`src/inc/wdpor_params.svh`:
```
// Offsets, field positions, reset values and counts of the watchdog block
`ifndef WDPOR_PARAMS_SVH
`define WDPOR_PARAMS_SVH

// ----------------------------------------------------------------------
// Register offsets
// ----------------------------------------------------------------------
`define WDP_CTRL_ADDR 8'hE1
`define WDP_PWR_ADDR 8'hE2

// ----------------------------------------------------------------------
// Field positions
// ----------------------------------------------------------------------
`define WDP_RUN_BIT 5
`define WDP_RESTART_BIT 4
`define WDP_IDLE_BIT 3
`define WDP_PS_MSB 2
`define WDP_PS_LSB 0
`define WDP_PLF_BIT 4

// ----------------------------------------------------------------------
// Reset values
// ----------------------------------------------------------------------
`define WDP_CTRL_RST 8'h00
`define WDP_APP_START 16'h0000

// ----------------------------------------------------------------------
// Widths and counts
// ----------------------------------------------------------------------
`define WDP_PRE_W 8
`define WDP_CNT_W 15
`define WDP_DLY_W 16
`define WDP_DIV_W 4
`define WDP_OSC_DIV 12
`define WDP_SHORT_DELAY 2048
`define WDP_LONG_DELAY 32768
`define WDP_WD_RST_CLKS 4

`endif

```
`src/inc/wdpor_pkg.sv`:
```
// Types shared by the watchdog and power-on reset modules
`include "wdpor_params.svh"

package wdpor_pkg;

  typedef enum logic [3:0] {
    ST_HOLD = 4'h1,
    ST_DELAY = 4'h2,
    ST_RUN = 4'h4,
    ST_WDRST = 4'h8
  } wdpor_state_t;

  typedef struct packed {
    wdpor_state_t state;
    logic run_enable;
    logic restart;
    logic idle_run;
    logic [2:0] prescale_sel;
    logic power_loss_flag;
    logic [`WDP_PRE_W-1:0] prescaler;
    logic [`WDP_CNT_W-1:0] counter;
    logic [`WDP_DLY_W-1:0] delay_cnt;
    logic [7:0] wd_rst_cnt;
    logic [7:0] rdata;
    logic sys_reset;
    logic wd_timeout;
    logic cpu_start;
    logic [15:0] restart_vector;
  } wdpor_regs_t;

  typedef struct packed {
    logic [`WDP_DIV_W-1:0] cnt;
  } wdpor_div_t;

endpackage : wdpor_pkg

```
`src/inc/wdpor_tick_if.sv`:
```
// Carrier between the watchdog core and its oscillator divider
`timescale 1ns/1ps

interface wdpor_tick_if;
  logic run;
  logic clear;
  logic tick;

  modport ctl (
    output run,
    output clear,
    input tick
  );

  modport div (
    input run,
    input clear,
    output tick
  );
endinterface : wdpor_tick_if

```
`src/core/wdpor_div12.sv`:
```
// Divider that turns oscillator clocks into watchdog count ticks
`timescale 1ns/1ps
`include "wdpor_params.svh"

module wdpor_div12
  import wdpor_pkg::*;
#(
  parameter int DIV = `WDP_OSC_DIV
) (
  input wire logic clk,
  input wire logic rst_n,
  wdpor_tick_if.div tif
);

  localparam logic [`WDP_DIV_W-1:0] LAST = `WDP_DIV_W'(DIV - 1);

  wdpor_div_t r;
  wdpor_div_t nx;

  // ----------------------------------------------------------------------
  // Count oscillator clocks
  // ----------------------------------------------------------------------
  always_comb begin
    nx = r;
    if (tif.clear) begin
      nx.cnt = '0;
    end else if (tif.run) begin
      if (r.cnt == LAST) begin
        nx.cnt = '0;
      end else begin
        nx.cnt = r.cnt + `WDP_DIV_W'(1);
      end
    end
  end

  // One tick per twelve counted clocks
  assign tif.tick = tif.run && !tif.clear && (r.cnt == LAST);

  always_ff @(posedge clk or negedge rst_n) begin
    if (!rst_n) begin
      r <= '0;
    end else begin
      r <= nx;
    end
  end

endmodule : wdpor_div12

```
`src/core/wdpor_top.sv`:
```
// Watchdog timer with power-on reset release and its register port
//
// The implementer's own choice: the plain strobed port.
`timescale 1ns/1ps
`include "wdpor_params.svh"

//
// Overview of operation
// - Low supply holds all logic in reset
// - Release reset after fixed clock delay
// - Power-on event sets power loss flag
// - Flag survives other resets; software clears it
// - Eight-bit prescaler feeds fifteen-bit counter
// - Writing run enable one starts counting
// - Writing run enable zero stops counting
// - Restart clears counters; bit self-clears
// - Counter overflow asserts internal system reset
// - Idle-run bit decides counting while idle
// - Prescale divisor is two to (select+1)
// - Count advances every twelve oscillator clocks
// - Watchdog reset restarts application at zero
//

module wdpor_top
  import wdpor_pkg::*;
#(
  parameter int SHORT_DELAY_CLKS = `WDP_SHORT_DELAY,
  parameter int LONG_DELAY_CLKS = `WDP_LONG_DELAY,
  parameter bit LONG_DELAY_VARIANT = 1'b0,
  parameter int WD_RESET_CLKS = `WDP_WD_RST_CLKS,
  parameter int WD_COUNT_W = `WDP_CNT_W
) (
  input wire logic clk,
  input wire logic rst_n,
  input wire logic por_detect,
  input wire logic cpu_idle,
  input wire logic [7:0] reg_addr,
  input wire logic [7:0] reg_wdata,
  input wire logic reg_wr,
  input wire logic reg_rd,
  output logic [7:0] reg_rdata,
  output logic sys_reset,
  output logic wd_timeout,
  output logic cpu_start,
  output logic [15:0] restart_vector,
  output logic power_loss_flag
);

  // ----------------------------------------------------------------------
  // Constants
  // ----------------------------------------------------------------------
  localparam int DELAY_CLKS = LONG_DELAY_VARIANT ? LONG_DELAY_CLKS : SHORT_DELAY_CLKS;
  localparam logic [`WDP_DLY_W-1:0] DLY_LAST = `WDP_DLY_W'(DELAY_CLKS - 1);
  localparam logic [7:0] WDR_LAST = 8'(WD_RESET_CLKS - 1);
  // A narrower count only shortens the timeout; its upper bits then stay zero
  localparam int CNT_SPAN = (WD_COUNT_W < `WDP_CNT_W) ? WD_COUNT_W : `WDP_CNT_W;
  localparam logic [`WDP_CNT_W-1:0] CNT_MAX = `WDP_CNT_W'((32'h1 << CNT_SPAN) - 32'h1);
  localparam int PS_N = `WDP_PRE_W;

  // ----------------------------------------------------------------------
  // State and decode
  // ----------------------------------------------------------------------
  wdpor_regs_t r;
  wdpor_regs_t nx;

  logic in_run;
  logic ctrl_wr;
  logic pwr_wr;
  logic restart_wr;
  logic count_en;
  logic [PS_N-1:0] tap_hit;
  logic pre_tick;
  logic overflow;
  logic [7:0] ctrl_val;
  logic [7:0] pwr_val;

  wdpor_tick_if tif ();

  wdpor_div12 #(
    .DIV(`WDP_OSC_DIV)
  ) u_div (
    .clk(clk),
    .rst_n(rst_n),
    .tif(tif)
  );

  // Writes land only while the system runs; in reset the control fields stay zero
  assign in_run = (r.state == ST_RUN);
  assign ctrl_wr = reg_wr && in_run && (reg_addr == `WDP_CTRL_ADDR);
  assign pwr_wr = reg_wr && in_run && (reg_addr == `WDP_PWR_ADDR);
  assign restart_wr = ctrl_wr && reg_wdata[`WDP_RESTART_BIT];

  // Idle pauses the count unless idle-run is set
  assign count_en = r.run_enable && (!cpu_idle || r.idle_run);
  assign tif.run = in_run && count_en;
  assign tif.clear = !in_run || restart_wr;

  // ----------------------------------------------------------------------
  // Prescaler taps
  // ----------------------------------------------------------------------
  // Divide by 2^(i+1) ends where the low i+1 prescaler bits are all ones
  for (genvar gi = 0; gi < PS_N; gi++) begin : g_tap
    assign tap_hit[gi] = &r.prescaler[gi:0];
  end

  assign pre_tick = tif.tick && tap_hit[r.prescale_sel];
  assign overflow = pre_tick && (r.counter == CNT_MAX);

  // Unimplemented bits read as zero
  assign ctrl_val = {2'b00, r.run_enable, r.restart, r.idle_run, r.prescale_sel};
  assign pwr_val = {3'b000, r.power_loss_flag, 4'h0};

  // ----------------------------------------------------------------------
  // Next state
  // ----------------------------------------------------------------------
  always_comb begin
    nx = r;
    nx.wd_timeout = 1'b0;
    nx.cpu_start = 1'b0;
    nx.restart = 1'b0;
    nx.rdata = 8'h00;

    // Read data stands only in the cycle after the strobe
    if (reg_rd) begin
      case (reg_addr)
        `WDP_CTRL_ADDR: begin
          nx.rdata = ctrl_val;
        end
        `WDP_PWR_ADDR: begin
          nx.rdata = pwr_val;
        end
        default: begin
          nx.rdata = 8'h00;
        end
      endcase
    end

    // Control register writes
    if (ctrl_wr) begin
      nx.run_enable = reg_wdata[`WDP_RUN_BIT];
      nx.idle_run = reg_wdata[`WDP_IDLE_BIT];
      nx.prescale_sel = reg_wdata[`WDP_PS_MSB:`WDP_PS_LSB];
      nx.restart = reg_wdata[`WDP_RESTART_BIT];
    end

    // Watchdog count chain
    if (tif.tick) begin
      nx.prescaler = r.prescaler + `WDP_PRE_W'(1);
    end
    if (pre_tick) begin
      nx.counter = r.counter + `WDP_CNT_W'(1);
    end
    if (restart_wr) begin
      nx.prescaler = '0;
      nx.counter = '0;
    end

    // Only software clears the flag, and only by writing zero
    if (pwr_wr && !reg_wdata[`WDP_PLF_BIT]) begin
      nx.power_loss_flag = 1'b0;
    end

    case (r.state)
      ST_HOLD: begin
        nx.delay_cnt = '0;
        if (!por_detect) begin
          nx.state = ST_DELAY;
        end
      end
      ST_DELAY: begin
        if (por_detect) begin
          nx.state = ST_HOLD;
        end else if (r.delay_cnt == DLY_LAST) begin
          nx.state = ST_RUN;
          nx.cpu_start = 1'b1;
          nx.restart_vector = `WDP_APP_START;
        end else begin
          nx.delay_cnt = r.delay_cnt + `WDP_DLY_W'(1);
        end
      end
      ST_RUN: begin
        if (por_detect) begin
          nx.state = ST_HOLD;
        end else if (overflow && !restart_wr) begin
          nx.state = ST_WDRST;
          nx.wd_timeout = 1'b1;
          nx.wd_rst_cnt = 8'h00;
        end
      end
      ST_WDRST: begin
        if (por_detect) begin
          nx.state = ST_HOLD;
        end else if (r.wd_rst_cnt == WDR_LAST) begin
          nx.state = ST_RUN;
          nx.cpu_start = 1'b1;
          nx.restart_vector = `WDP_APP_START;
        end else begin
          nx.wd_rst_cnt = r.wd_rst_cnt + 8'h01;
        end
      end
      default: begin
        nx.state = ST_HOLD;
      end
    endcase

    // Any internal reset returns every control field to zero
    if (nx.state != ST_RUN) begin
      nx.run_enable = 1'b0;
      nx.restart = 1'b0;
      nx.idle_run = 1'b0;
      nx.prescale_sel = 3'h0;
      nx.prescaler = '0;
      nx.counter = '0;
    end

    // Set wins over a same-cycle clear
    if (por_detect || (r.state == ST_HOLD)) begin
      nx.power_loss_flag = 1'b1;
    end

    nx.sys_reset = (nx.state != ST_RUN);
  end

  // ----------------------------------------------------------------------
  // Registers
  // ----------------------------------------------------------------------
  always_ff @(posedge clk or negedge rst_n) begin
    if (!rst_n) begin
      r <= '0;
      r.state <= ST_HOLD;
      r.sys_reset <= 1'b1;
      r.restart_vector <= `WDP_APP_START;
    end else begin
      r <= nx;
    end
  end

  // ----------------------------------------------------------------------
  // Outputs
  // ----------------------------------------------------------------------
  assign reg_rdata = r.rdata;
  assign sys_reset = r.sys_reset;
  assign wd_timeout = r.wd_timeout;
  assign cpu_start = r.cpu_start;
  assign restart_vector = r.restart_vector;
  assign power_loss_flag = r.power_loss_flag;

endmodule : wdpor_top

```
`config.mk`:
```
export PLATFORM = sky130hd
export DESIGN_NAME = wdpor_top
export DESIGN_NICKNAME = d
export VERILOG_FILES = /design/src/inc/wdpor_pkg.sv /design/src/inc/wdpor_tick_if.sv /design/src/core/wdpor_div12.sv /design/src/core/wdpor_top.sv
export VERILOG_INCLUDE_DIRS = /design/src /design/src/inc
export SDC_FILE = /design/constraint.sdc
export NUM_CORES = 1
export LEC_CHECK = 0
export BUFFER_PORTS_ARGS = -buffer_cell sky130_fd_sc_hd__clkbuf_2
export CAP_MARGIN = 15
export CORE_MARGIN = 2
export CORE_UTILIZATION = 35
export DETAILED_ROUTE_END_ITERATION = 8
export PLACE_DENSITY_LB_ADDON = 0.08
export SYNTH_ARGS = -nofsm -noshare
export SYNTH_HDL_FRONTEND = slang
export SYNTH_HIERARCHICAL = 1
export SYNTH_SLANG_ARGS = --single-unit
```
`constraint.sdc`:
```
create_clock -name clk -period 4.6 [get_ports clk]
set_clock_uncertainty 0.2 [all_clocks]
set_input_delay 0.23 -clock clk [delete_from_list [all_inputs] [get_ports clk]]
set_output_delay 0.23 -clock clk [all_outputs]
set_load 0.02 [all_outputs]
```
Word-level counts from Yosys, hierarchy flattened
Index checks and enable logic that the tools add are counted.
{"block": "totals", "inputBits": 22, "out_inout_bits": 28, "wordCells": 118, "ff_bits": 89}
{"block": "classes", "add_sub_neg": 5, "reduce_logical": 38, "magnitude_cmp": 1, "n_eq_ne": 19, "muxes": 39}
{"op": "17-bit 2-to-1 mux", "count": 4}
{"op": "8-bit 2-to-1 mux", "count": 6}
{"op": "23-bit 2-to-1 mux", "count": 2}
{"op": "4-bit 2-to-1 mux", "count": 10}
{"op": "17-bit case mux with 2 select lines", "count": 1}
{"op": "16-bit 2-to-1 mux", "count": 2}
{"op": "16-bit case mux with 2 select lines", "count": 1}
{"op": "16-bit by 1-bit adder with 16-bit output, second input constant", "count": 1}
{"op": "8-bit by 1-bit adder with 8-bit output, second input constant", "count": 2}
{"op": "16-bit by 11-bit == test with 1-bit output, second input constant", "count": 1}
{"op": "8-bit == test, second input constant", "count": 2}
{"op": "4-bit case mux with 4 select lines", "count": 1}
{"op": "8-bit case mux with 2 select lines", "count": 1}
{"op": "15-bit by 1-bit adder with 15-bit output, second input constant", "count": 1}
{"op": "15-bit == test, second input constant", "count": 1}
{"op": "15-bit 2-to-1 mux", "count": 1}
{"op": "5-bit AND reduction", "count": 3}
{"op": "2-bit inequality test, second input constant", "count": 7}
{"op": "1-bit logical AND", "count": 12}
{"op": "6-bit 2-to-1 mux", "count": 2}
{"op": "6-bit case mux with 2 select lines", "count": 1}
{"op": "2-bit nonzero test", "count": 6}
{"op": "4-bit == test, second input constant", "count": 2}
{"op": "8-bit by 2-bit == test with 1-bit output, second input constant", "count": 1}
{"op": "18 further kinds", "count": 31}

Longest topological paths before layout
{"block": "logic_depth", "word_depth": 16, "mapped_depth": 11, "mapped_depth_nobuf": 9}

By module
The synthesis kept the hierarchy.
{"module": "wdpor_top", "cells_per_inst": 387, "n_inst": 1, "seq_area_each_um2": 1679.1, "area_each_um2": 3844.9}
{"module": "wdpor_div12", "cells_per_inst": 22, "n_inst": 1, "seq_area_each_um2": 100.1, "area_each_um2": 225.2}

Worst setup path after synthesis
OpenSTA, ideal clock, no wires.
{"block": "synth_path", "path_kind": "reg2reg", "from": "register r[82] (netlist bit)", "to": "register r (netlist bit ctrl_val[0])", "required_ns": 4.263, "period_less_slack_ns": 3.215, "arrival_time_ns": 2.878, "path_slack_ns": 1.385, "path_buffers": 1, "stages_incl_launch_ff": 10, "setup_ns": 0.137, "cell_sequence": "dfrtp_1 -> or4b_4 -> nor2_1 -> nand2_1 -> nor4b_2 -> clkbuf_1 -> o311a_4 -> nand4_2 -> nor4_4 -> nor3_1"}
{"block": "synth_between", "word_cells_on_any_way": 28, "cone_classes": "eq/ne (5); mux (9); reduce/logical (14)"}
{"item": "start: declaration", "line": "wdpor_top.sv:63", "source": "wdpor_regs_t r;"}
{"item": "start signal: assignment", "line": "wdpor_top.sv:234", "source": "r <= nx;"}
{"item": "4-bit by 3-bit == test with 1-bit output *", "line": "wdpor_top.sv:88", "source": "assign in_run = (r.state == ST_RUN);"}
{"item": "1-bit logical AND *", "line": "wdpor_top.sv:95", "source": "assign tif.run = in_run && count_en;"}
{"item": "named net tif.run", "line": "wdpor_tick_if.sv:5", "source": "logic run;"}
{"item": "1-bit logical AND * (2 in a row)", "line": "wdpor_div12.sv:37", "source": "assign tif.tick = tif.run && !tif.clear && (r.cnt == LAST);"}
{"item": "named net tif.tick", "line": "wdpor_tick_if.sv:7", "source": "logic tick;"}
{"item": "1-bit logical AND *", "line": "wdpor_top.sv:106", "source": "assign pre_tick = tif.tick && tap_hit[r.prescale_sel];"}
{"item": "1-bit logical AND *", "line": "wdpor_top.sv:107", "source": "assign overflow = pre_tick && (r.counter == CNT_MAX);"}
{"item": "1-bit logical AND *", "line": "wdpor_top.sv:184", "source": "end else if (overflow && !restart_wr) begin"}
{"item": "4-bit 2-to-1 mux *", "line": "wdpor_top.sv:184"}
{"item": "4-bit 2-to-1 mux *", "line": "wdpor_top.sv:182", "source": "if (por_detect) begin"}
{"item": "4-bit case mux with 4 select lines *", "line": "wdpor_top.sv:163", "source": "case (r.state)"}
{"item": "4-bit by 3-bit inequality test with 1-bit output *", "line": "wdpor_top.sv:207", "source": "if (nx.state != ST_RUN) begin"}
{"item": "6-bit 2-to-1 mux / 2-bit nonzero test (equally long branches)"}
The timed path passes the listed nets; every way through them passes the cells marked *.
A chain may end at the register's enable or synchronous reset.

Final worst setup path
{"block": "layout_path", "from": "register r[84] (netlist bit)", "to": "register r[56] (netlist bit)"}
{"block": "layout_between", "word_cells_on_any_way": 29, "cone_classes": "eq/ne (5); mux (10); reduce/logical (14)"}
{"item": "4-bit by 3-bit == test with 1-bit output *", "line": "wdpor_top.sv:88"}
{"item": "1-bit logical AND *", "line": "wdpor_top.sv:95"}
{"item": "named net tif.run", "line": "wdpor_tick_if.sv:5"}
{"item": "1-bit logical AND * (2 in a row)", "line": "wdpor_div12.sv:37"}
{"item": "named net tif.tick", "line": "wdpor_tick_if.sv:7"}
{"item": "1-bit logical AND *", "line": "wdpor_top.sv:106"}
{"item": "1-bit logical AND", "line": "wdpor_top.sv:107"}
{"item": "1-bit logical AND", "line": "wdpor_top.sv:184"}
{"item": "4-bit 2-to-1 mux", "line": "wdpor_top.sv:184"}
{"item": "4-bit 2-to-1 mux", "line": "wdpor_top.sv:182"}
{"item": "4-bit case mux with 4 select lines", "line": "wdpor_top.sv:163"}
{"item": "4-bit by 3-bit inequality test with 1-bit output", "line": "wdpor_top.sv:207"}
{"item": "3-bit nonzero test (no line) / 23-bit 2-to-1 mux (equally long branches)"}
Marks and branches as above.

==> flow_metrics.tcl <==
set metrics [dict create \
    vdd_drop_max_uv 143 \
    yosysWarnings 6 \
    setup_tns_ns 0 \
    syn_avg_cell_area_um2 9.95 \
    synth-seq-cells 71 \
    rsz0062_at_grt "false" \
    yosys.cell_types.count 62 \
    period_needed_ns 3.70 \
    place_hpwl_um 5780 \
    synth.area.mux_share 0.0381 \
    min_period_over_period 0.804 \
    viasPerCell 5.11 \
    critical-path-slowest-cell "a21oi_4" \
    timing.final.hold_violations 0 \
    critPathTopFamily "simple AND/OR/NAND/NOR gates" \
    p_leak_nw 1.91 \
    path_buf_inv 1 \
    seq_area_frac_synth 0.437 \
    core_area_mm2 0.0114 \
    die_h_um 112 \
    clk_latency_ns 0.34 \
    arrival_ns 3.68 \
    cp_cell_sequence "or4b_4 -> nor2_1 -> nand2_1 -> nor4b_2 -> buf_4 -> o311a_4 -> nand4_2 -> a21oi_4 -> nor2_1" \
    max_cap_viol_count 0 \
    cts_tree "yes" \
    grt_pass1_wl_um 15000 \
    routedWlPerCell_um 14.5 \
    synth_flop_cell "dfrtp_1" \
    worst_pin_slew_ns 0.941 \
    die-area_mm2 0.0125 \
    synth_top_family_by_area "simple AND/OR/NAND/NOR gates" \
    cts_sinks 71 \
    vias 3000 \
    synth_edf_count 0 \
    place_congestion 0.731 \
    yosys.area_share.simple 0.279 \
    hold_class "input port to flop" \
    status "finished, final reports clean" \
    drive_above_1_share 0.155 \
    setup_viol 0 \
    cts_made_buffers 9 \
    fin_cells 587 \
    io_pins 50 \
    async_reset_ff_frac 1.00 \
    first_iter_violations 163 \
    synth_cells 409 \
    antenna_cells 0 \
    area_growth_pct 12.3 \
    drt_wl_total_um 8490 \
    synth_xor_area_frac 0.0624 \
    cts-root-buf "clkbuf_16" \
    remaining_drc_errors 0 \
    placedCellCount 566 \
    ant_nets 0 \
    rows 39 \
    antenna_found_initial 0 \
    grt_pass1_vias 2980 \
    nets 468 \
    layout_common_cells "dfrtp_1 (69), nor2_1 (48), nand2_1 (28), clkbuf_2 (28), xnor2_1 (19)" \
    track_usage 0.148 \
    p_per_area_mw_per_mm2 303 \
    cts_max_path_buffers 2 \
    syn_area_mm2 0.00407 \
    path_common_cell "nor2_1" \
    cp.required_ns 4.59 \
    portBuffers 29 \
    cp_max_fo 23 \
    cts.repair.resized 0 \
    cp_slowest_stage_delay_ns 0.66 \
    synth_compound_area_frac 0.0978 \
    ctsHtreeMaxLevel 3 \
    clock.fmax_mhz 270 \
    dr.pass1.iters 4 \
    worst_setup_path_end_kind "flop" \
    grt_overflow 0 \
    die_w_um 112 \
    finalMaxSlewViolations 0 \
    initial_core_util 0.358 \
    layout.cells.most_common "dfrtp_1" \
    grt_max_degree 72 \
    crit_path_start_kind "flop" \
    synth_adder_area_share 0.0215 \
    critPathKind "flop to flop" \
    relSlewSlack 0.372 \
    clk_pin_slew_ns 0.06 \
]
==> flip-flops by register name, summed over array words and instances, names as in the netlist <==
| register | count |
|---|---|
| r | 51 |
| ctrl_val | 6 |
| reg_rdata | 6 |
| u_div/r | 4 |
| cpu_start | 1 |
| power_loss_flag | 1 |
| sys_reset | 1 |
| wd_timeout | 1 |
==> final timing paths <==
path                                               from                          end  slack [ns]  cells after the start
worst min-delay path                       reg_wdata[3]      ctrl_val[3]$_DFFE_PN0P_       0.004                      3
min in group asynchronous                         rst_n            r[59]$_DFFE_PN0P_        0.37                      2
worst min register to register  ctrl_val[3]$_DFFE_PN0P_       reg_rdata[3]$_DFF_PN0_        0.30                      1
worst max-delay path                    r[84]$_DFF_PN0_            r[56]$_DFFE_PN0P_        0.90                      9
worst max register to register          r[84]$_DFF_PN0_            r[56]$_DFFE_PN0P_        0.90                      9
max in group asynchronous                         rst_n  power_loss_flag$_DFFE_PN0P_        3.20                      2
==> synth_stat cells (2+ instances only) <==
cell type	number	area, um2
nor3_1	11	55.1
and4_1	5	43.8
o21ai_1	3	15.0
clkbuf_1	3	11.3
nand2_1	28	105
mux2i_1	14	140
or4b_4	3	41.3
nand4_2	3	37.5
dfstp_2	2	52.6
buf_2	3	15.0
nand4_1	12	75.1
and2_1	12	75.1
a21boi_0	2	15.0
nor3_2	3	30.0
nor4_4	2	42.5
o31ai_1	2	15.0
or3_1	8	50.1
and3_1	8	50.1
nand3b_1	3	22.5
nand3_1	16	80.1
or4b_1	3	30.0
a21oi_1	16	80.1
buf_4	26	195
dfrtp_1	69	1730
a211oi_1	2	15.0
ha_1	7	87.6
o211a_1	2	20.0
xor2_1	10	87.6
or4_1	2	15.0
inv_1	5	18.8
nor2_1	48	180
nand2b_1	5	31.3
nor2b_1	5	31.3
o21ai_0	13	65.1
nor4_1	7	43.8
nor3b_1	2	15.0
xnor2_1	19	166
==> logic make-up after synthesis <==
group | after synthesis
mux | 15
xor+xnor | 29
simple gates | 192
fa+ha+maj | 7
buf+inv | 39
other cells | 1
flops | 71
compound gates | 55
==> metal layers <==
| metal | GRT usage | vias to the layer above | routed length (um) |
|---|---|---|---|
| met5 | 0 | - | 0 |
| met3 | 0.0332 | 14 | 304 |
| met1 | 0.213 | 1452 | 4400 |
| li1 | - | 1486 | - |
| met2 | 0.216 | 48 | 3640 |
| met4 | 0.0568 | 0 | 144 |
==> report_power, final <==
part	internal (W)	total, W	switching [W]
clock	0.000418	0.000682	0.000264
sequential	0.000629	0.000634	0.00000509
combinational	0.0000189	0.0000693	0.0000504
==> worst min-delay path, cell delays in order <==
cell and delay, ns:
clkbuf_2 0.08, mux2i_1 0.06, nor3_1 0.11
==> per-stage QoR <==
step | worst slack, ns | util | power, W | hold slack [ns] | instance area (um2)
floorplan | 1.38 | - | 0.000692 | -0.266 | 4130
detailed placement | 0.893 | 0.373 | 0.000713 | 0.246 | 4240
global route | 0.623 | 0.402 | 0.00145 | 0.0327 | 4570
CTS | 0.870 | 0.402 | 0.00141 | 0.00272 | 4570
finish | 0.903 | 0.402 | 0.00139 | 0.00405 | 4570
global placement | 0.919 | 0.373 | 0.000713 | 0.244 | 4240
==> cell type report <==
type	instances	area, um2
fill	1159	6800
multi-input combinational	316	2100
sequential	71	1780
clock buffer	12	236
timing repair buffer	36	213
tap	143	179
clock inverter	4	47.5
inverter	5	18.8
==> what timing repair did <==
item,in CTS,in global routing
setup endpoints to repair,0,0
buffers inserted,0,0
hold buffers,5,0
hold endpoints to repair,72,0
No activity file was read; power rests on OpenSTA's default activity.
